--- src/audio_aux_pkg.sv ---
`default_nettype none
package audio_aux_pkg;

  // ==========================================================================
  // Register map
  // ==========================================================================
  // Printed offsets are not all word aligned, so they are indices and the
  // byte address is four times the index.
  localparam int ADDR_W = 12;
  localparam logic [ADDR_W-1:0] IDX_DMA_SELECT = 12'h0a0;
  localparam logic [ADDR_W-1:0] IDX_ENC_STATUS = 12'h0a1;
  localparam logic [ADDR_W-1:0] IDX_PHASE_CFG = 12'h0a3;
  localparam logic [ADDR_W-1:0] IDX_TRIM = 12'h0a6;
  localparam logic [ADDR_W-1:0] IDX_FREQ = 12'h0a8;
  localparam logic [ADDR_W-1:0] ADDR_DMA_SELECT = IDX_DMA_SELECT << 2;
  localparam logic [ADDR_W-1:0] ADDR_ENC_STATUS = IDX_ENC_STATUS << 2;
  localparam logic [ADDR_W-1:0] ADDR_PHASE_CFG = IDX_PHASE_CFG << 2;
  localparam logic [ADDR_W-1:0] ADDR_TRIM = IDX_TRIM << 2;
  localparam logic [ADDR_W-1:0] ADDR_FREQ = IDX_FREQ << 2;

  localparam logic [1:0] RESP_OKAY = 2'h0;
  localparam logic [1:0] RESP_SLVERR = 2'h2;

  // ==========================================================================
  // Fields and reset values
  // ==========================================================================
  localparam logic [1:0] DMA_SELECT_RESET = 2'h0;
  localparam logic [5:0] PHASE_CFG_RESET = 6'h00;
  localparam logic [15:0] TRIM_RESET = 16'h8000;
  localparam int SRC_LSB = 0;
  localparam int GAIN_LSB = 3;
  localparam int FLAG_BLOCK_START = 0;
  localparam int FLAG_SYNC_MISSING = 1;
  localparam int FLAG_LENGTH_ERROR = 2;

  localparam logic [2:0] SRC_SERIAL_FIRST = 3'h0;
  localparam logic [2:0] SRC_SERIAL_SECOND = 3'h1;
  localparam logic [2:0] SRC_SERIAL_THIRD = 3'h2;
  localparam logic [2:0] SRC_DIGITAL_AUDIO = 3'h4;

  // ==========================================================================
  // Timing and arithmetic
  // ==========================================================================
  localparam int BLOCK_BYTES = 2352;
  localparam logic [9:0] BLOCK_WORDS = 10'(BLOCK_BYTES / 4);
  localparam logic [3:0] TRIM_DIV_LAST = 4'hf;
  localparam int FILTER_W = 48;
  localparam int RESULT_DROP = 16;
  // Pole shift 15 puts each stage near 80 Hz for a reference of about 17 MHz
  localparam int FILTER_SHIFT = 15;

endpackage
`default_nettype wire

--- src/audio_aux.sv ---
// Local design decision: the AXI4-Lite slave port.
`timescale 1ns/1ps
`default_nettype none
// Notes on behaviour
// - Block start flag when encoder starts a block
// - Sync missing when block start had no sync
// - Length error when previous block not 2352 bytes
// - Only decoder input, encoder output request DMA
// - Request one: select bit1 chooses full or empty
// - Request zero: select bit0 chooses full or empty
// - Source field picks measured clock
// - Two cascaded registers XORed give edge pulses
// - Digital audio input pulses bypass edge detector
// - Second-order low-pass near 80 Hz, reference clocked
// - Filter 48 bits, drop 16 low bits
// - Result is 32-bit unsigned, software readable
// - Serial clock result is twice rate times gain
// - Digital audio result is rate times gain
// - Gain select field bits 5 to 3
// - Trim duty cycle proportional to trim value
// - Modulator advances once per sixteen system clocks
// - Decoder and encoder ports work independently
// - New block assumed 2352 bytes after previous

module audio_aux (
  input wire logic aclk,
  input wire logic aresetn,
  input wire logic [11:0] awaddr,
  input wire logic awvalid,
  output logic awready,
  input wire logic [31:0] wdata,
  input wire logic [3:0] wstrb,
  input wire logic wvalid,
  output logic wready,
  output logic [1:0] bresp,
  output logic bvalid,
  input wire logic bready,
  input wire logic [11:0] araddr,
  input wire logic arvalid,
  output logic arready,
  output logic [31:0] rdata,
  output logic [1:0] rresp,
  output logic rvalid,
  input wire logic rready,
  input wire logic decoder_input_full,
  input wire logic encoder_output_empty,
  input wire logic encoder_word_sent,
  input wire logic encoder_sync_found,
  output logic dma_request_zero,
  output logic dma_request_one,
  input wire logic audio_reference_clock,
  input wire logic serial_bit_clock_first,
  input wire logic serial_bit_clock_second,
  input wire logic serial_bit_clock_third,
  input wire logic digital_audio_input,
  output logic crystal_trim_output
);

  // ==========================================================================
  // State
  // ==========================================================================
  typedef struct packed {
    logic awready;
    logic aw_held;
    logic [11:0] aw_addr;
    logic wready;
    logic w_held;
    logic [31:0] w_data;
    logic [3:0] w_strb;
    logic bvalid;
    logic [1:0] bresp;
    logic arready;
    logic rvalid;
    logic [31:0] rdata;
    logic [1:0] rresp;
    logic [1:0] dma_select;
    logic [5:0] phase_cfg;
    logic [15:0] trim_value;
    logic [3:0] trim_div;
    logic [15:0] trim_acc;
    logic trim_out;
    logic dma_zero;
    logic dma_one;
    logic [4:0] sync_a;
    logic [4:0] sync_b;
    logic ref_prev;
    logic edge_a;
    logic edge_b;
    logic [47:0] stage_one;
    logic [47:0] stage_two;
    logic [31:0] result;
    logic [9:0] word_count;
    logic block_seen;
    logic [2:0] flags;
  } state_type;

  state_type state_reg;
  state_type state_next;

  function automatic logic [47:0] gain_of(input logic [2:0] sel);
    logic [47:0] g;
    g = 48'h0;
    unique case (sel)
      3'h0: g = 48'h000000030000;
      3'h1: g = 48'h000000020000;
      3'h2: g = 48'h000000018000;
      3'h3: g = 48'h000000010000;
      3'h4: g = 48'h00000000c000;
      3'h5: g = 48'h000000008000;
      3'h6: g = 48'h000000006000;
      default: g = 48'h0;
    endcase
    return g;
  endfunction

  logic ref_tick;
  logic selected_clock;
  logic edge_pulse;
  logic [47:0] increment;
  logic do_write;
  logic new_block;
  logic by_sync;
  logic [2:0] flag_set;
  logic [2:0] flag_clear;
  logic [2:0] source;

  // ==========================================================================
  // Next state
  // ==========================================================================
  always_comb begin
    state_next = state_reg;
    flag_set = 3'h0;
    flag_clear = 3'h0;
    source = state_reg.phase_cfg[audio_aux_pkg::SRC_LSB +: 3];

    // Pin synchroniser: first stage feeds only the second
    state_next.sync_a = {audio_reference_clock, digital_audio_input,
      serial_bit_clock_third, serial_bit_clock_second, serial_bit_clock_first};
    state_next.sync_b = state_reg.sync_a;
    state_next.ref_prev = state_reg.sync_b[4];
    ref_tick = state_reg.sync_b[4] && !state_reg.ref_prev;

    // Reserved source codes fall back to the first serial clock
    unique case (source)
      audio_aux_pkg::SRC_SERIAL_SECOND: selected_clock = state_reg.sync_b[1];
      audio_aux_pkg::SRC_SERIAL_THIRD: selected_clock = state_reg.sync_b[2];
      default: selected_clock = state_reg.sync_b[0];
    endcase
    if (ref_tick) begin
      state_next.edge_a = selected_clock;
      state_next.edge_b = state_reg.edge_a;
    end
    if (source == audio_aux_pkg::SRC_DIGITAL_AUDIO) begin
      edge_pulse = state_reg.sync_b[3];
    end else begin
      edge_pulse = state_reg.edge_a ^ state_reg.edge_b;
    end

    // Two leaky integrators in cascade; steady state equals pulse rate times
    // gain scaled up by the dropped bits, so the top word is rate times gain
    // Limitation: after a source or gain change the result needs about 2^16 ticks to settle
    increment = edge_pulse ? (gain_of(state_reg.phase_cfg[audio_aux_pkg::GAIN_LSB +: 3]) << 1)
      : 48'h0;
    if (ref_tick) begin
      state_next.stage_one = state_reg.stage_one + increment
        - (state_reg.stage_one >> audio_aux_pkg::FILTER_SHIFT);
      state_next.stage_two = state_reg.stage_two
        + (state_reg.stage_one >> audio_aux_pkg::FILTER_SHIFT)
        - (state_reg.stage_two >> audio_aux_pkg::FILTER_SHIFT);
    end
    state_next.result = state_reg.stage_two[47:audio_aux_pkg::RESULT_DROP];

    // DMA requests follow the FIFO levels with one register delay
    state_next.dma_zero = state_reg.dma_select[0] ? encoder_output_empty
      : decoder_input_full;
    state_next.dma_one = state_reg.dma_select[1] ? encoder_output_empty
      : decoder_input_full;

    // Encoder block tracking, independent of the decoder side
    by_sync = encoder_word_sent && encoder_sync_found;
    new_block = by_sync || (encoder_word_sent
      && state_reg.word_count == audio_aux_pkg::BLOCK_WORDS);
    if (new_block) begin
      flag_set[audio_aux_pkg::FLAG_BLOCK_START] = 1'b1;
      flag_set[audio_aux_pkg::FLAG_SYNC_MISSING] = !by_sync;
      flag_set[audio_aux_pkg::FLAG_LENGTH_ERROR] = state_reg.block_seen
        && state_reg.word_count != audio_aux_pkg::BLOCK_WORDS;
      state_next.word_count = 10'h1;
      state_next.block_seen = 1'b1;
    end else if (encoder_word_sent && state_reg.block_seen) begin
      state_next.word_count = state_reg.word_count + 10'h1;
    end

    // Trim modulator
    // The carry is registered, so the pin holds each decision for 16 cycles
    state_next.trim_div = state_reg.trim_div + 4'h1;
    if (state_reg.trim_div == audio_aux_pkg::TRIM_DIV_LAST) begin
      {state_next.trim_out, state_next.trim_acc} =
        {1'b0, state_reg.trim_acc} + {1'b0, state_reg.trim_value};
    end

    // AXI write channel
    // Address and data latch separately, so either may arrive first
    if (awvalid && state_reg.awready) begin
      state_next.aw_held = 1'b1;
      state_next.aw_addr = awaddr;
    end
    if (wvalid && state_reg.wready) begin
      state_next.w_held = 1'b1;
      state_next.w_data = wdata;
      state_next.w_strb = wstrb;
    end
    if (state_reg.bvalid && bready) begin
      state_next.bvalid = 1'b0;
    end
    do_write = state_reg.aw_held && state_reg.w_held && !state_reg.bvalid;
    if (do_write) begin
      state_next.aw_held = 1'b0;
      state_next.w_held = 1'b0;
      state_next.bvalid = 1'b1;
      state_next.bresp = audio_aux_pkg::RESP_OKAY;
      unique case (state_reg.aw_addr)
        audio_aux_pkg::ADDR_DMA_SELECT: begin
          if (state_reg.w_strb[0]) begin
            state_next.dma_select = state_reg.w_data[1:0];
          end
        end
        audio_aux_pkg::ADDR_ENC_STATUS: begin
          if (state_reg.w_strb[0]) begin
            flag_clear = state_reg.w_data[2:0];
          end
        end
        audio_aux_pkg::ADDR_PHASE_CFG: begin
          if (state_reg.w_strb[0]) begin
            state_next.phase_cfg = state_reg.w_data[5:0];
          end
        end
        audio_aux_pkg::ADDR_TRIM: begin
          // Lanes without a strobe keep their byte
          if (state_reg.w_strb[0]) begin
            state_next.trim_value[7:0] = state_reg.w_data[7:0];
          end
          if (state_reg.w_strb[1]) begin
            state_next.trim_value[15:8] = state_reg.w_data[15:8];
          end
        end
        audio_aux_pkg::ADDR_FREQ: begin
          state_next.bresp = audio_aux_pkg::RESP_SLVERR;
        end
        default: begin
          state_next.bresp = audio_aux_pkg::RESP_SLVERR;
        end
      endcase
    end
    // A flag raised in the clearing cycle survives
    state_next.flags = (state_reg.flags & ~flag_clear) | flag_set;
    state_next.awready = !state_next.aw_held && !state_next.bvalid;
    state_next.wready = !state_next.w_held && !state_next.bvalid;

    // AXI read channel
    // Read data is captured at the address handshake, not at the data handshake
    if (state_reg.rvalid && rready) begin
      state_next.rvalid = 1'b0;
    end
    if (arvalid && state_reg.arready) begin
      state_next.rvalid = 1'b1;
      state_next.rresp = audio_aux_pkg::RESP_OKAY;
      unique case (araddr)
        audio_aux_pkg::ADDR_DMA_SELECT: state_next.rdata = {30'h0, state_reg.dma_select};
        audio_aux_pkg::ADDR_ENC_STATUS: state_next.rdata = {29'h0, state_reg.flags};
        audio_aux_pkg::ADDR_PHASE_CFG: state_next.rdata = {26'h0, state_reg.phase_cfg};
        audio_aux_pkg::ADDR_TRIM: state_next.rdata = {16'h0, state_reg.trim_value};
        audio_aux_pkg::ADDR_FREQ: state_next.rdata = state_reg.result;
        default: begin
          state_next.rdata = 32'h0;
          state_next.rresp = audio_aux_pkg::RESP_SLVERR;
        end
      endcase
    end
    state_next.arready = !state_next.rvalid;
  end

  // ==========================================================================
  // Registers
  // ==========================================================================
  always_ff @(posedge aclk) begin
    if (!aresetn) begin
      state_reg <= '0;
      // Register fields reload their reset values after the blanket clear; only trim_value is non-zero
      state_reg.dma_select <= audio_aux_pkg::DMA_SELECT_RESET;
      state_reg.phase_cfg <= audio_aux_pkg::PHASE_CFG_RESET;
      state_reg.trim_value <= audio_aux_pkg::TRIM_RESET;
    end else begin
      state_reg <= state_next;
    end
  end

  assign awready = state_reg.awready;
  assign wready = state_reg.wready;
  assign bvalid = state_reg.bvalid;
  assign bresp = state_reg.bresp;
  assign arready = state_reg.arready;
  assign rvalid = state_reg.rvalid;
  assign rdata = state_reg.rdata;
  assign rresp = state_reg.rresp;
  assign dma_request_zero = state_reg.dma_zero;
  assign dma_request_one = state_reg.dma_one;
  assign crystal_trim_output = state_reg.trim_out;
endmodule // audio_aux
`default_nettype wire

--- config.mk ---
export PLATFORM = sky130hd
export DESIGN_NAME = audio_aux
export DESIGN_NICKNAME = d
export VERILOG_FILES = /design/src/audio_aux_pkg.sv /design/src/audio_aux.sv
export SDC_FILE = /design/constraint.sdc
export NUM_CORES = 1
export LEC_CHECK = 0
export BUFFER_PORTS_ARGS = -buffer_cell sky130_fd_sc_hd__buf_2
export CORE_ASPECT_RATIO = 0.9
export CORE_MARGIN = 1
export CORE_UTILIZATION = 45
export CTS_CLUSTER_SIZE = 28
export DETAILED_ROUTE_END_ITERATION = 8
export PLACE_DENSITY_LB_ADDON = 0.15
export SLEW_MARGIN = 20
export SYNTH_ARGS = -nofsm -noshare
export SYNTH_HDL_FRONTEND = slang
export SYNTH_SLANG_ARGS = --single-unit
--- constraint.sdc ---
create_clock -name aclk -period 3.6 [get_ports aclk]
set_clock_uncertainty 0.15 [all_clocks]
set_input_delay 0.72 -clock aclk [delete_from_list [all_inputs] [get_ports aclk]]
set_output_delay 0.72 -clock aclk [all_outputs]
set_load 0.01 [all_outputs]
## After elaboration in Yosys (flattened, before gate mapping)

Index checks and enable logic that the tools add are counted.

- Logic and storage cells: 121
- Flip-flop bits (word level): 293
- Output and inout port bits: 44
- Bits of input ports: 76

- Add/sub/neg operators: 7
- Muxes and demuxes: 23
- Reductions and logical operators: 31
- Bitwise logic cells: 5
- Equality and inequality tests: 21

Operators with widths:

| cell | number |
|---|---|
| $pmux W32 S5 | 1 |
| $pmux W18 S7 | 1 |
| $eq A12 B10 Y1 const B | 9 |
| $sub A48 B33 Y48 | 2 |
| $add A48 B33 Y48 | 1 |
| $add A48 B48 Y48 | 1 |
| $mux W48 | 1 |
| $mux W37 | 1 |
| $mux W35 | 1 |
| $add A16 B16 Y17 | 1 |
| $mux W3 | 5 |
| $logic_and A1 B1 Y1 | 14 |
| $mux W13 | 1 |
| $eq A3 B3 Y1 const B | 4 |
| $reduce_and A3 Y1 | 4 |
| $add A10 B1 Y10 const B | 1 |
| $eq A10 B10 Y1 const B | 1 |
| $ne A10 B10 Y1 const B | 1 |
| $eq A3 B2 Y1 const B | 3 |
| $mux W1 | 9 |
| $logic_not A1 Y1 | 7 |
| $eq A3 B1 Y1 const B | 2 |
| $reduce_or A5 Y1 | 1 |
| $add A4 B1 Y4 const B | 1 |
| 13 further kinds | 14 |

## Longest topological paths before layout

Gate-level depths: netlist of run 1.

- Depth after elaboration: 6
- Mapped depth: 18

## Worst setup path after synthesis of run 1

OpenSTA, ideal clock, no wires.

- Path kind: reg-to-reg
- Start: register state_reg (netlist bit source[2])
- End: register state_reg[140] (netlist bit)
- Setup slack: -0.434 ns
- Cell stages (with the launch flop): 19
- Buffers on the path: 0
- Setup time: 0.062 ns
- Data required time: 3.388 ns
- Period minus slack after synthesis: 4.034 ns
- Arrival time: 3.822 ns
- Cell sequence: dfxtp_1 inv_1 or3_1 nand2_1 o21ai_0 nor3b_1 nand2_1 fa_1 inv_1 ha_1 nand2_1 nor2_1 a21oi_1 a31o_1 o31a_1 o21ai_4 a31oi_2 or4_1 nand3_1

- Longest elaborated chain between the ends: 5

Ends and longest elaborated chain:

| what | line | source |
|---|---|---|
| start, declared | audio_aux.sv:97 | `state_type state_reg;` |
| start signal, assigned | audio_aux.sv:294 | `state_reg <= state_next;` |
| $eq A3 B3 Y1 | audio_aux.sv:153 | `if (source == audio_aux_pkg::SRC_DIGITAL_AUDIO) begin` |
| $mux W1 | audio_aux.sv:153 |  |
| $mux W48 | audio_aux.sv:162 | `increment = edge_pulse ? (gain_of(state_reg.phase_cfg[audio_aux_pkg::GAIN_LSB +: 3]) << 1)` |
| $add A48 B48 Y48 | audio_aux.sv:165 | `state_next.stage_one = state_reg.stage_one + increment` |
| $sub A48 B33 Y48 | audio_aux.sv:166 | `- (state_reg.stage_one >> audio_aux_pkg::FILTER_SHIFT);` |

No other way between the ends.
A chain may end at the register's enable or synchronous reset.

## Worst setup path after layout of run 1

- Start: register state_reg (netlist bit source[0])
- End: register state_reg[140] (netlist bit)

Same word-level chain as after synthesis.

==> results by group, run 1 <==
Cells and area
  • Fraction of final layout cells sized beyond drive strength 1: 0.2563
  • Area growth syn-to-layout: 25.51%
  • Most frequent cells in the layout: sky130_fd_sc_hd__nand2_1 (274), sky130_fd_sc_hd__dfxtp_1 (230), sky130_fd_sc_hd__buf_4 (214)
  • Leading cell type in the layout, fill and taps excluded: sky130_fd_sc_hd__nand2_1
  • Final net count: between 2000 and 3000
  • Max reg flops: 190
  • Count of antenna diodes in the layout: 0

Logic synthesis
  • Post-synth EDFFs: 0
  • Share of the synthesized area in compound gates (AO/OA/AOI/OAI): 0.2078
  • Post-synthesis register bit count: 273
  • Post-Syn Area per Cell: between 7 and 8 um^2
  • Commonest register cell after synthesis: sky130_fd_sc_hd__dfxtp_1
  • Unique masters post-synth: 96
  • Combinational family with the most area after synthesis: compound AO/OA/AOI/OAI gates
  • Share of flip-flops with an asynchronous set or reset: 0
  • Proportion of synthesized chip area in sequential cells: 0.3097
  • Synthesis warning total: 0
  • Share of the synthesized netlist area taken by xor and xnor gates: 0.03773
  • Post-synthesis cell area: between 15000 and 20000 um^2
  • Mux cell area share after synthesis: 0.02092
  • Adder-cell share of the synthesized area: 0.1454
  • Synthesized instance count: 2217
  • Fraction of the mapped netlist area in simple logic gates: 0.1934

Run status
  • Outcome: complete, but fails checks
  • Failing checks: negative setup slack

GRT
  • Met3 track utilization from global routing: 0.03533
  • Wire length of the first global-routing pass: about 80 mm
  • Number of antenna violations at the first check in global routing: 0
  • Overall track demand over capacity in global routing: 0.2502
  • Most Used Layer, Global Route: met2
  • Maximum number of pins on one net before global-route repair: between 100 and 150
  • Global routing usage on met1: 0.3497
  • Via count of the first global-routing pass: approximately 15000
  • GR Layer Usage met2: 0.3929
  • Grt total ovfl: 0

Clock tree
  • CTS Hold Buffers Added: 0
  • Depth of the CTS H-tree: 1
  • Number of buffers added by the clock tree synthesis step: 30
  • Max clock buf depth: 3
  • Clock Pin Slew Worst Setup and Hold Paths: roughly 70 ps
  • Root buffer selected by CTS: sky130_fd_sc_hd__clkbuf_16
  • Sinks on Clock Net: ~270
  • TritonCTS clock tree: built
  • Clk_lat worst skew: just under 600 ps

Die
  • Area of the core region: 38460 um^2
  • Die Y: approximately 190 um
  • Row count: 68
  • I/O Pins: 120
  • Die Footprint: 40010 um^2
  • Floorplan die width: 210.7 um
  • Initial cell density of the core: 0.4588

Route
  • DRT antenna net count: 0
  • Drt first-iter violations: 949
  • Total via count after detailed routing: around 16000
  • Routed wire per std cell: roughly 17 um
  • Total DRC errors in the routed layout: 0
  • Post-detailed-route via-to-cell ratio: roughly 5.5
  • Number of optimization iterations in the first detailed-route pass: 5
  • Routed wire length: about 52 mm

Timing
  • Fin crit period: roughly 4000 ps
  • Setup slack after layout: -406.7 ps
  • Maximum achievable frequency: 249.6 MHz
  • Final slew viol count: 0
  • Slew at the pin with the worst max-slew slack: 1053 ps
  • Total setup violations reported at the end of the flow: 26
  • Part of the cycle the worst path needs: 1.113
  • Fin. Hold Viols: 0
  • Relative slew slack: 0.2980
  • Setup repair after global routing missed its margin: yes

Critical path
  • Worst Path Class, Setup: reg -> reg
  • Maximum net fanout on the critical path: 6
  • Kind of end point of the critical path: register
  • CP Launch Type: register
  • Worst path required time: 3970 ps
  • CP arrival: around 4400 ps
  • Reg-to-reg critical path startpoint: source[0]
  • Start point of the critical path: source[0]

Worst hold path
  • Type of the most critical hold path: in -> reg
  • Min-delay src: audio_reference_clock

Job
  • Max cap viols: 0

Place
  • Post-Place Setup Slack: -396.3 ps
  • Final weighted congestion in routability-driven placement: 0.9247
  • Detailed Place HPWL: about 37 mm
  • Port Buffers: about 100
## through the flow
stage	cells	area [um^2]	hold slack [ps]	utilization	TNS (ps)
2_1_floorplan	2218	17750	261.9	-	-293.0
3_3_place_gp	2901	19660	266.7	0.5112	-6037
3_5_place_dp	2901	19660	269.9	0.5112	-7955
4_1_cts	2975	21300	186.8	0.5539	-5240
5_1_grt	2991	22150	190.4	0.5759	-11750
6_report	2991	22150	208.4	0.5759	-7178
## final timing paths
| kind | cells after the start | slack, ps | end |
|---|---|---|---|
| worst min register to register | 1 | 280 | state_reg[146] |
| worst max register to register | 17 | -410 | state_reg[140] |
| worst min-delay path | 2 | 210 | state_next[149] |
| worst max-delay path | 17 | -410 | state_reg[140] |
## cell families after synthesis
logic type	count (synthesis)
AND/OR/NAND/NOR	738
AO/OA/AOI/OAI	572
multiplexers	36
XOR/XNOR	76
adder cells (fa/ha/maj)	181
other	1
flip-flops	273
buffers and inverters	340
## layout make-up
| cell class | instances | area [um^2] |
|---|---|---|
| multi-input cells | 1605 | 11830 |
| repair buffers | 327 | 2277 |
| inverters | 207 | 784.5 |
| clock buffers | 44 | 884.6 |
| flip-flops and latches | 273 | 5527 |
| fillers | 3486 | 16310 |
| well taps | 525 | 656.9 |
| clock inverters | 10 | 188.9 |
## Yosys cell counts (7+ instances only)
library cell	n	area, um^2
sky130_fd_sc_hd__nand2b_1	7	43.79
sky130_fd_sc_hd__ha_1	141	1764
sky130_fd_sc_hd__nand2_1	282	1059
sky130_fd_sc_hd__o211ai_1	14	105.1
sky130_fd_sc_hd__and3_1	16	100.1
sky130_fd_sc_hd__a2bb2oi_1	11	96.34
sky130_fd_sc_hd__nand4_1	35	219.0
sky130_fd_sc_hd__and2_1	20	125.1
sky130_fd_sc_hd__buf_1	10	37.54
sky130_fd_sc_hd__o21bai_1	28	210.2
sky130_fd_sc_hd__a31oi_1	21	131.4
sky130_fd_sc_hd__nor2_1	194	728.2
sky130_fd_sc_hd__a21o_1	42	315.3
sky130_fd_sc_hd__nor2b_1	10	62.56
sky130_fd_sc_hd__nor3_1	33	165.2
sky130_fd_sc_hd__o21ai_1	10	50.05
sky130_fd_sc_hd__buf_2	10	50.05
sky130_fd_sc_hd__o21ai_0	73	365.4
sky130_fd_sc_hd__mux2i_1	29	290.3
sky130_fd_sc_hd__o21a_1	12	90.09
sky130_fd_sc_hd__a22oi_1	12	90.09
sky130_fd_sc_hd__dfxtp_1	273	5465
sky130_fd_sc_hd__or3_1	23	143.9
sky130_fd_sc_hd__nor4_1	9	56.30
sky130_fd_sc_hd__a211oi_1	21	157.7
sky130_fd_sc_hd__xnor2_1	46	402.9
sky130_fd_sc_hd__nand3_1	60	300.3
sky130_fd_sc_hd__buf_4	37	277.8
sky130_fd_sc_hd__clkbuf_1	68	255.2
sky130_fd_sc_hd__fa_1	40	800.8
sky130_fd_sc_hd__inv_1	207	777.0
sky130_fd_sc_hd__xor2_1	30	262.8
sky130_fd_sc_hd__a21oi_1	236	1181
## routing by layer
layer / wire length (um) / part of all wire / up-vias
met5: 0 / 0 / -
met4: 1907 / 0.036 / 0
met3: 2476 / 0.047 / 101
met2: 23070 / 0.44 / 382
met1: 24860 / 0.48 / 7758
li1: - / - / 8130
## timing repair
item,CTS,global route
pin swaps,47,66
setup buffers,20,17
resized for setup,99,181
endpoints found under the setup margin,37,53
## worst max-delay path: stages, from the launching register on
cell and delay (ps):
sky130_fd_sc_hd__dfxtp_2 320, sky130_fd_sc_hd__or3_4 400, sky130_fd_sc_hd__nand2_4 90, sky130_fd_sc_hd__o21ai_4 80, sky130_fd_sc_hd__nor3b_2 230, sky130_fd_sc_hd__nand2_1 100
sky130_fd_sc_hd__fa_1 510, sky130_fd_sc_hd__inv_2 50, sky130_fd_sc_hd__ha_4 280, sky130_fd_sc_hd__nand2_4 110, sky130_fd_sc_hd__nor2_4 140, sky130_fd_sc_hd__a21oi_2 70
sky130_fd_sc_hd__a31o_1 200, sky130_fd_sc_hd__o31a_1 290, sky130_fd_sc_hd__o21ai_4 220, sky130_fd_sc_hd__a31oi_4 130, sky130_fd_sc_hd__or4_1 510, sky130_fd_sc_hd__nand3_1 80
Power of run 1 is left out: the tool's default activity adds up to more than one toggle a clock period on the data nets, which glitch-free logic cannot reach.
==> run 2: changes to the inputs <==
--- a/config.mk
+++ b/config.mk
@@ -5,9 +5,10 @@
 export SDC_FILE = /design/constraint.sdc
 export NUM_CORES = 1
 export LEC_CHECK = 0
+export ABC_AREA = 1
 export BUFFER_PORTS_ARGS = -buffer_cell sky130_fd_sc_hd__buf_2
 export CORE_ASPECT_RATIO = 0.9
-export CORE_MARGIN = 1
+export CORE_MARGIN = 2
 export CORE_UTILIZATION = 45
 export CTS_CLUSTER_SIZE = 28
 export DETAILED_ROUTE_END_ITERATION = 8
==> results by group, run 2 <==
Run status
  • Outcome: finished, final reports clean

Logic synthesis
  • Post-synth EDFFs: 0 (unchanged)
  • Post-synthesis register bit count: 273 (unchanged)
  • Post-synthesis cell area: 20940 um^2 (+19%)
  • Top cells by count, synth: sky130_fd_sc_hd__nand2_1 (969), sky130_fd_sc_hd__inv_1 (779), sky130_fd_sc_hd__dfxtp_1 (273)
  • Commonest register cell after synthesis: sky130_fd_sc_hd__dfxtp_1
  • Post-Syn Area per Cell: 6.176 um^2 (-22%)
  • Top-count cell post-synth: sky130_fd_sc_hd__nand2_1
  • Proportion of synthesized chip area in sequential cells: 0.2611 (-0.04869)
  • Largest cells by area after synthesis: sky130_fd_sc_hd__dfxtp_1 (26%), sky130_fd_sc_hd__nand2_1 (17%), sky130_fd_sc_hd__inv_1 (14%)
  • Synthesis warning total: 0 (unchanged)
  • Unique masters post-synth: 46 (-52%)
  • Library cell with the largest summed area after synthesis: sky130_fd_sc_hd__dfxtp_1
  • Synthesized instance count: 3390 (+53%)
  • Share of flip-flops with an asynchronous set or reset: 0 (unchanged)
  • Yosys top cell area share: 0.2611 (-0.04869)

Pwr
  • Power per standard cell area: a little under 500 nW/um^2
  • Max VDD drop: between 0.0003 and 0.0004 V
  • Reported leakage power: ~13 nW

Place
  • Final weighted congestion in routability-driven placement: 0.9521 (+3.0%)
  • Port Buffers: 99 (unchanged)
  • Post-Place Setup Slack: 152.9 ps (+549.3 ps)
  • Detailed Place HPWL: 52.52 mm (+41%)
  • Count of placed standard cells including taps: 4027 (+39%)

Job
  • Max cap viols: 0 (unchanged)

GRT
  • Overall track demand over capacity in global routing: 0.2674 (+0.01720)
  • Wire length of the first global-routing pass: 101.3 mm (+26%)
  • Number of antenna violations at the first check in global routing: 1 (+1)
  • Maximum number of pins on one net before global-route repair: 73 (-46%)
  • Via count of the first global-routing pass: 18560 (+21%)
  • Grt total ovfl: 0 (unchanged)

Clock tree
  • Max clock buf depth: 3 (unchanged)
  • Root buffer selected by CTS: sky130_fd_sc_hd__clkbuf_16
  • Number of buffers added by the clock tree synthesis step: 31 (+3.3%)
  • Sinks on Clock Net: 273 (unchanged)
  • Depth of the CTS H-tree: 1 (unchanged)
  • TritonCTS clock tree: built
  • Clock Pin Slew Worst Setup and Hold Paths: 70 ps (about the same)
  • Clk_lat worst skew: 620 ps (+40 ps)

Route
  • Routed wire per std cell: 15.98 um (-8.6%)
  • Routed wire length: 65.30 mm (+25%)
  • Post-detailed-route via-to-cell ratio: 4.937 (-9.8%)
  • Number of optimization iterations in the first detailed-route pass: 6 (+1)
  • Total via count after detailed routing: 20170 (+23%)
  • Total DRC errors in the routed layout: 0 (unchanged)
  • DRT antenna net count: 0 (unchanged)
  • Drt first-iter violations: 1567 (+65%)

Timing
  • Fin crit period: 3292 ps (-714.2 ps)
  • Setup tns final: 0 ps (+7178 ps)
  • Fin. Hold Viols: 0 (unchanged)
  • Total setup violations reported at the end of the flow: 0 (-100%)
  • Setup slack after layout: 307.6 ps (+714.2 ps)
  • Slew at the pin with the worst max-slew slack: 869.6 ps (-183.4 ps)
  • Maximum achievable frequency: 303.7 MHz (+22%)
  • Setup repair after global routing missed its margin: no
  • Part of the cycle the worst path needs: 0.9146 (-0.1984)
  • Final slew viol count: 0 (unchanged)
  • Relative slew slack: 0.4171 (+0.1191)

Critical path
  • Worst Path Class, Setup: reg -> reg
  • Ordered list of cells on the worst path: inv_1 > nand3_1 > nand2_1 > o21ai_2 > nor3_2 > nand2_1 > fa_1 > inv_1 > ha_1 > nand2_2 > nor2_1 > nand2_1 > inv_1 > nand2_1 > nor2_1 > nand2_1 > nand4_1 > nand3_1 > nand2_1 > inv_1
  • Most frequent cell on the critical path: sky130_fd_sc_hd__nand2_1
  • Worst path required time: 3970 ps (about the same)
  • WP buf/inv: 4 (+3)
  • CP Launch Type: register
  • Largest delay contributor family on the critical path: simple AND/OR/NAND/NOR gates
  • Kind of end point of the critical path: register
  • Crit path largest cell delay: 480 ps (-30 ps)
  • CP arrival: 3660 ps (-720 ps)
  • Critical Path Slowest Stage Cell: sky130_fd_sc_hd__fa_1
  • Maximum net fanout on the critical path: 4 (-2)

Die
  • Die Y: 208.6 um (+9.9%)
  • Floorplan die width: 231.4 um (+9.8%)
  • I/O Pins: 120 (unchanged)
  • Area of the core region: 45650 um^2 (+19%)
  • Row count: 74 (+8.8%)
  • Initial cell density of the core: 0.4586 (about the same)
  • Die Footprint: 48270 um^2 (+21%)

Cells and area
  • Count of antenna diodes in the layout: 0 (unchanged)
  • Fraction of final layout cells sized beyond drive strength 1: 0.08858 (-0.1677)
  • Non-filler cells, final: 4085 (+37%)
  • Most frequent cells in the layout: sky130_fd_sc_hd__nand2_1 (968), sky130_fd_sc_hd__inv_1 (779), sky130_fd_sc_hd__dfxtp_1 (273)
  • Area growth syn-to-layout: 9.652%
  • Leading cell type in the layout, fill and taps excluded: sky130_fd_sc_hd__nand2_1
  • Final net count: 3709 (+37%)
  • Final core utilization: 0.5029 (-0.07297)
  • Filler cell count in the final layout: 4771 (+37%)
  • Max reg flops: 190 (unchanged)

Worst hold path
  • Type of the most critical hold path: in -> reg
## run 2: changes by cell type after synthesis, sizes merged, moves of 30 or more
cell	change
a21o	-43
nand2	+711
nand3	+108
xnor2	-40
o21ai	+79
nor2	+120
clkbuf	-30
inv	+590
## run 2: final timing paths
check | from | endpoint | slack, ps | cells after the start
worst max-delay path | source[0] | state_reg[140] | 310 | 20
worst min-delay path | serial_bit_clock_second | state_next[146] | 180 | 3
worst max register to register | source[0] | state_reg[140] | 310 | 20
worst min register to register | state_reg[291] | awready | 270 | 1
## run 2: per-stage QoR
| step | instance area (um^2) | hold slack, ps | total power [W] |
|---|---|---|---|
| after floorplan | 20940 | 240.5 | 0.006485 |
| final | 22960 | 182.7 | 0.01107 |
| after CTS | 22920 | 150.9 | 0.01106 |
| after global placement | 21870 | 256.8 | 0.007684 |
| after detailed placement | 21870 | 257.9 | 0.007723 |
| after global routing | 22960 | 165.5 | 0.01182 |
## run 2: per-layer routing
| layer | routed length, um | track usage | vias up | share of wire |
|---|---|---|---|---|
| li1 | - | - | 10380 | - |
| met1 | 31620 | 0.3929 | 9140 | 0.48 |
| met2 | 27080 | 0.4065 | 560 | 0.41 |
| met3 | 4983 | 0.04394 | 88 | 0.076 |
| met4 | 1606 | 0.06229 | 0 | 0.025 |
| met5 | 0 | 0 | - | 0 |
## run 2: report_power, final
group / switching, W / internal [W]
clock network: 0.00145 / 0.00185
logic: 0.00314 / 0.00139
registers: 0.0000992 / 0.00315
total: 0.00468 / 0.00639
## run 2: repair_timing
action	CTS	global route
buffers inserted	0	0
gates resized for setup	0	8
setup endpoints to repair	0	24
hold buffers	0	0
## run 2: tightest hold or removal path, stage by stage
cell,delay (ps)
sky130_fd_sc_hd__buf_2,80
sky130_fd_sc_hd__nand2_1,50
sky130_fd_sc_hd__inv_1,40
## run 2: cell families (layout without fill, tap and decap cells)
logic type	count (synthesis)	after routing	synth area share
flops	273	273	0.2611
xor+xnor	58	58	0.02427
simple gates	1559	1559	0.3162
other cells	1	2	0.0001791
compound gates	419	419	0.1055
fa+ha+maj	181	181	0.1225
buf+inv	899	985	0.1703
## run 2: final cells by class
type / count / area, um^2 / share of cell area
Multi-Input combinational cell: 2219 / 11940 / 0.5201
Sequential cell: 273 / 5465 / 0.2381
Inverter: 800 / 3004 / 0.1309
Clock buffer: 39 / 845.8 / 0.03685
Tap cell: 608 / 760.7 / 0.03314
Timing Repair Buffer: 127 / 733.2 / 0.03194
Clock inverter: 19 / 206.4 / 0.008993
No activity file was read; power rests on OpenSTA's default activity.
==> run 3: changes to the inputs <==
==> constraint.sdc (replaced) <==
create_clock -name aclk -period 3.2 [get_ports aclk]
set_clock_uncertainty 0.15 [all_clocks]
set_input_delay 0.64 -clock aclk [delete_from_list [all_inputs] [get_ports aclk]]
set_output_delay 0.64 -clock aclk [all_outputs]
set_load 0.01 [all_outputs]
==> results by group, run 3 (synthesis results as in run 2) <==
Pwr
  • Max VDD drop: 0.0004851 V (+35%)
  • PnR Total Power: 0.01295 W (+17%)
  • Power per standard cell area: 543.8 nW/um^2 (+13%)
  • Reported leakage power: 13.35 nW (+2.5%)

Timing
  • Relative slew slack: 0.3221 (-0.09499)
  • Setup repair after global routing missed its margin: yes
  • Setup slack after layout: 64.72 ps (-242.9 ps)
  • Slew at the pin with the worst max-slew slack: 1017 ps (+147.2 ps)
  • Part of the cycle the worst path needs: 0.9798 (+0.06521)
  • Fin. Hold Viols: 0 (unchanged)
  • Final slew viol count: 0 (unchanged)
  • Maximum achievable frequency: 319.0 MHz (+5.0%)
  • Total setup violations reported at the end of the flow: 0 (unchanged)
  • Fin crit period: 3135 ps (-157.1 ps)

Die
  • Area of the core region: 45650 um^2 (unchanged)
  • Row count: 74 (unchanged)
  • Initial cell density of the core: 0.4586 (unchanged)
  • I/O Pins: 120 (unchanged)
  • Die Y: 208.6 um (unchanged)
  • Die Footprint: 48270 um^2 (unchanged)
  • Floorplan die width: 231.4 um (unchanged)

Route
  • Drt first-iter violations: 1574 (+0.45%)
  • Routed wire per std cell: 15.79 um (-1.2%)
  • Routed wire length: 65.25 mm (about the same)
  • Total via count after detailed routing: 20390 (+1.1%)
  • Total DRC errors in the routed layout: 0 (unchanged)
  • Post-detailed-route via-to-cell ratio: 4.935 (about the same)
  • Number of optimization iterations in the first detailed-route pass: 7 (+1)
  • DRT antenna net count: 0 (unchanged)

GRT
  • Overall track demand over capacity in global routing: 0.2657 (-0.001704)
  • Most Used Layer, Global Route: met2
  • Number of antenna violations at the first check in global routing: 1 (unchanged)
  • Global routing usage on met1: 0.3879 (-0.004984)
  • Met3 track utilization from global routing: 0.03371 (-0.01023)
  • Maximum number of pins on one net before global-route repair: 111 (+52%)
  • Via count of the first global-routing pass: 19010 (+2.4%)
  • Grt total ovfl: 0 (unchanged)
  • GR Layer Usage met2: 0.4194 (+0.01291)
  • Wire length of the first global-routing pass: 101.7 mm (+0.40%)

Critical path
  • Worst path required time: 3540 ps (-430 ps)
  • WP buf/inv: 2 (-2)
  • Largest delay contributor family on the critical path: simple AND/OR/NAND/NOR gates
  • Ordered list of cells on the worst path: xnor2_2 > nand2_4 > o21ai_4 > buf_6 > a211oi_4 > fa_1 > ha_4 > nand2_4 > inv_2 > nand2_2 > nor2_4 > nand4_2 > nand3_2 > nand2_2 > nand3_2 > nand2_1 > nor2_1 > nor2_1
  • Kind of end point of the critical path: register
  • Critical Path Slowest Stage Cell: sky130_fd_sc_hd__fa_1
  • Worst Path Class, Setup: reg -> reg
  • Worst setup slack for register-to-register paths: 60 ps (-240 ps)
  • Crit Reg-Reg Endpoint: state_reg[130]
  • Reg-to-reg critical path startpoint: state_reg[142]
  • Worst-case reg-to-reg path depth: 18 (-10%)
  • Maximum net fanout on the critical path: 4 (unchanged)
  • Levels on crit path: 18 (-10%)
  • CP Launch Type: register
  • Crit path largest cell delay: 500 ps (+20 ps)
  • CP arrival: 3480 ps (-180 ps)
  • Start point of the critical path: state_reg[142]
  • Crit path to: state_reg[130]

Cells and area
  • Final core utilization: 0.5218 (+0.01891)
  • Count of antenna diodes in the layout: 0 (unchanged)
  • Area growth syn-to-layout: 13.78%
  • Max reg flops: 190 (unchanged)
  • Non-filler cells, final: 4132 (+1.2%)
  • Fraction of final layout cells sized beyond drive strength 1: 0.1300 (+0.04138)
  • Most frequent cells in the layout: sky130_fd_sc_hd__nand2_1 (931), sky130_fd_sc_hd__inv_1 (764), sky130_fd_sc_hd__dfxtp_1 (265)
  • Leading cell type in the layout, fill and taps excluded: sky130_fd_sc_hd__nand2_1
  • Final net count: 3759 (+1.3%)

Clock tree
  • Max clock buf depth: 3 (unchanged)
  • Number of buffers added by the clock tree synthesis step: 31 (unchanged)
  • TritonCTS clock tree: built
  • Root buffer selected by CTS: sky130_fd_sc_hd__clkbuf_16
  • Sinks on Clock Net: 273 (unchanged)
  • Clock Pin Slew Worst Setup and Hold Paths: 60 ps (about the same)
  • Depth of the CTS H-tree: 1 (unchanged)
  • Clk_lat worst skew: 600 ps (-20 ps)

Place
  • Port Buffers: 99 (unchanged)
  • Final weighted congestion in routability-driven placement: 0.9775 (+2.7%)
  • Post-Place Setup Slack: -244.0 ps (-397.0 ps)
  • Count of placed standard cells including taps: 4070 (+1.1%)
  • Detailed Place HPWL: 52.18 mm (-0.65%)

Worst hold path
  • Min-delay src: serial_bit_clock_second
  • Type of the most critical hold path: in -> reg

Run status
  • Outcome: finished, final reports clean

Job
  • Max cap viols: 0 (unchanged)
[run 3: cell count changes in the layout (fill, tap and decap cells not counted), sizes merged]
| cell | previous run | this run |
|---|---|---|
| clkinvlp | 3 | 4 |
| inv | 804 | 797 |
| buf | 127 | 177 |
| clkbuf | 39 | 40 |
| bufinv | 2 | 4 |
[run 3: through the flow]
step	instance area [um^2]	hold WS [ps]	setup TNS, ps
final	23820	106.9	0
after CTS	23420	78.11	0
after global routing	23820	103.0	-750.7
after global placement	22210	256.8	-2440
after detailed placement	22210	250.5	-3979
after floorplan	20940	240.5	0
[run 3: worst min-delay path by stage]
stage | endpoint | slack [ps] | cells after the start
CTS | state_next[146] | 80 | 3
global route | state_next[146] | 100 | 3
detailed placement | state_reg[147] | 250 | 2
finish | state_next[146] | 110 | 3
global placement | state_reg[148] | 260 | 2
floorplan | state_next[144] | 240 | 2
[run 3: power breakdown]
part           switching (W)  internal (W)
registers           0.000107       0.00355
clock network        0.00155       0.00224
logic                0.00370       0.00181
total                0.00535       0.00760
[run 3: final cells by class]
cell class,count,area [um^2]
Tap cell,608,760.7
Multi-Input combinational cell,2219,12350
Timing Repair Buffer,177,1141
Inverter,800,3012
Clock inverter,15,210.2
Sequential cell,273,5475
Clock buffer,40,869.6
Fill cell,4749,21830
[run 3: worst reg2reg max path, stage by stage, from the launching register on]
cell and delay (ps):
sky130_fd_sc_hd__dfxtp_1 330, sky130_fd_sc_hd__xnor2_2 160, sky130_fd_sc_hd__nand2_4 80, sky130_fd_sc_hd__o21ai_4 70, sky130_fd_sc_hd__buf_6 140, sky130_fd_sc_hd__a211oi_4 220
sky130_fd_sc_hd__fa_1 500, sky130_fd_sc_hd__ha_4 340, sky130_fd_sc_hd__nand2_4 80, sky130_fd_sc_hd__inv_2 70, sky130_fd_sc_hd__nand2_2 70, sky130_fd_sc_hd__nor2_4 200
sky130_fd_sc_hd__nand4_2 120, sky130_fd_sc_hd__nand3_2 150, sky130_fd_sc_hd__nand2_2 80, sky130_fd_sc_hd__nand3_2 70, sky130_fd_sc_hd__nand2_1 50, sky130_fd_sc_hd__nor2_1 130
sky130_fd_sc_hd__nor2_1 50
[run 3: routing by layer]
| layer | vias up | part of all wire |
|---|---|---|
| met2 | 609 | 0.43 |
| met4 | 0 | 0.021 |
| met3 | 81 | 0.068 |
| met1 | 9233 | 0.48 |
| li1 | 10470 | - |
| met5 | - | 0 |
[run 3: repair_timing]
item	in CTS	in global routing
resized for setup	18	118
pin swaps	7	37
setup endpoints to repair	33	45
hold buffers	0	0
setup buffers	2	5
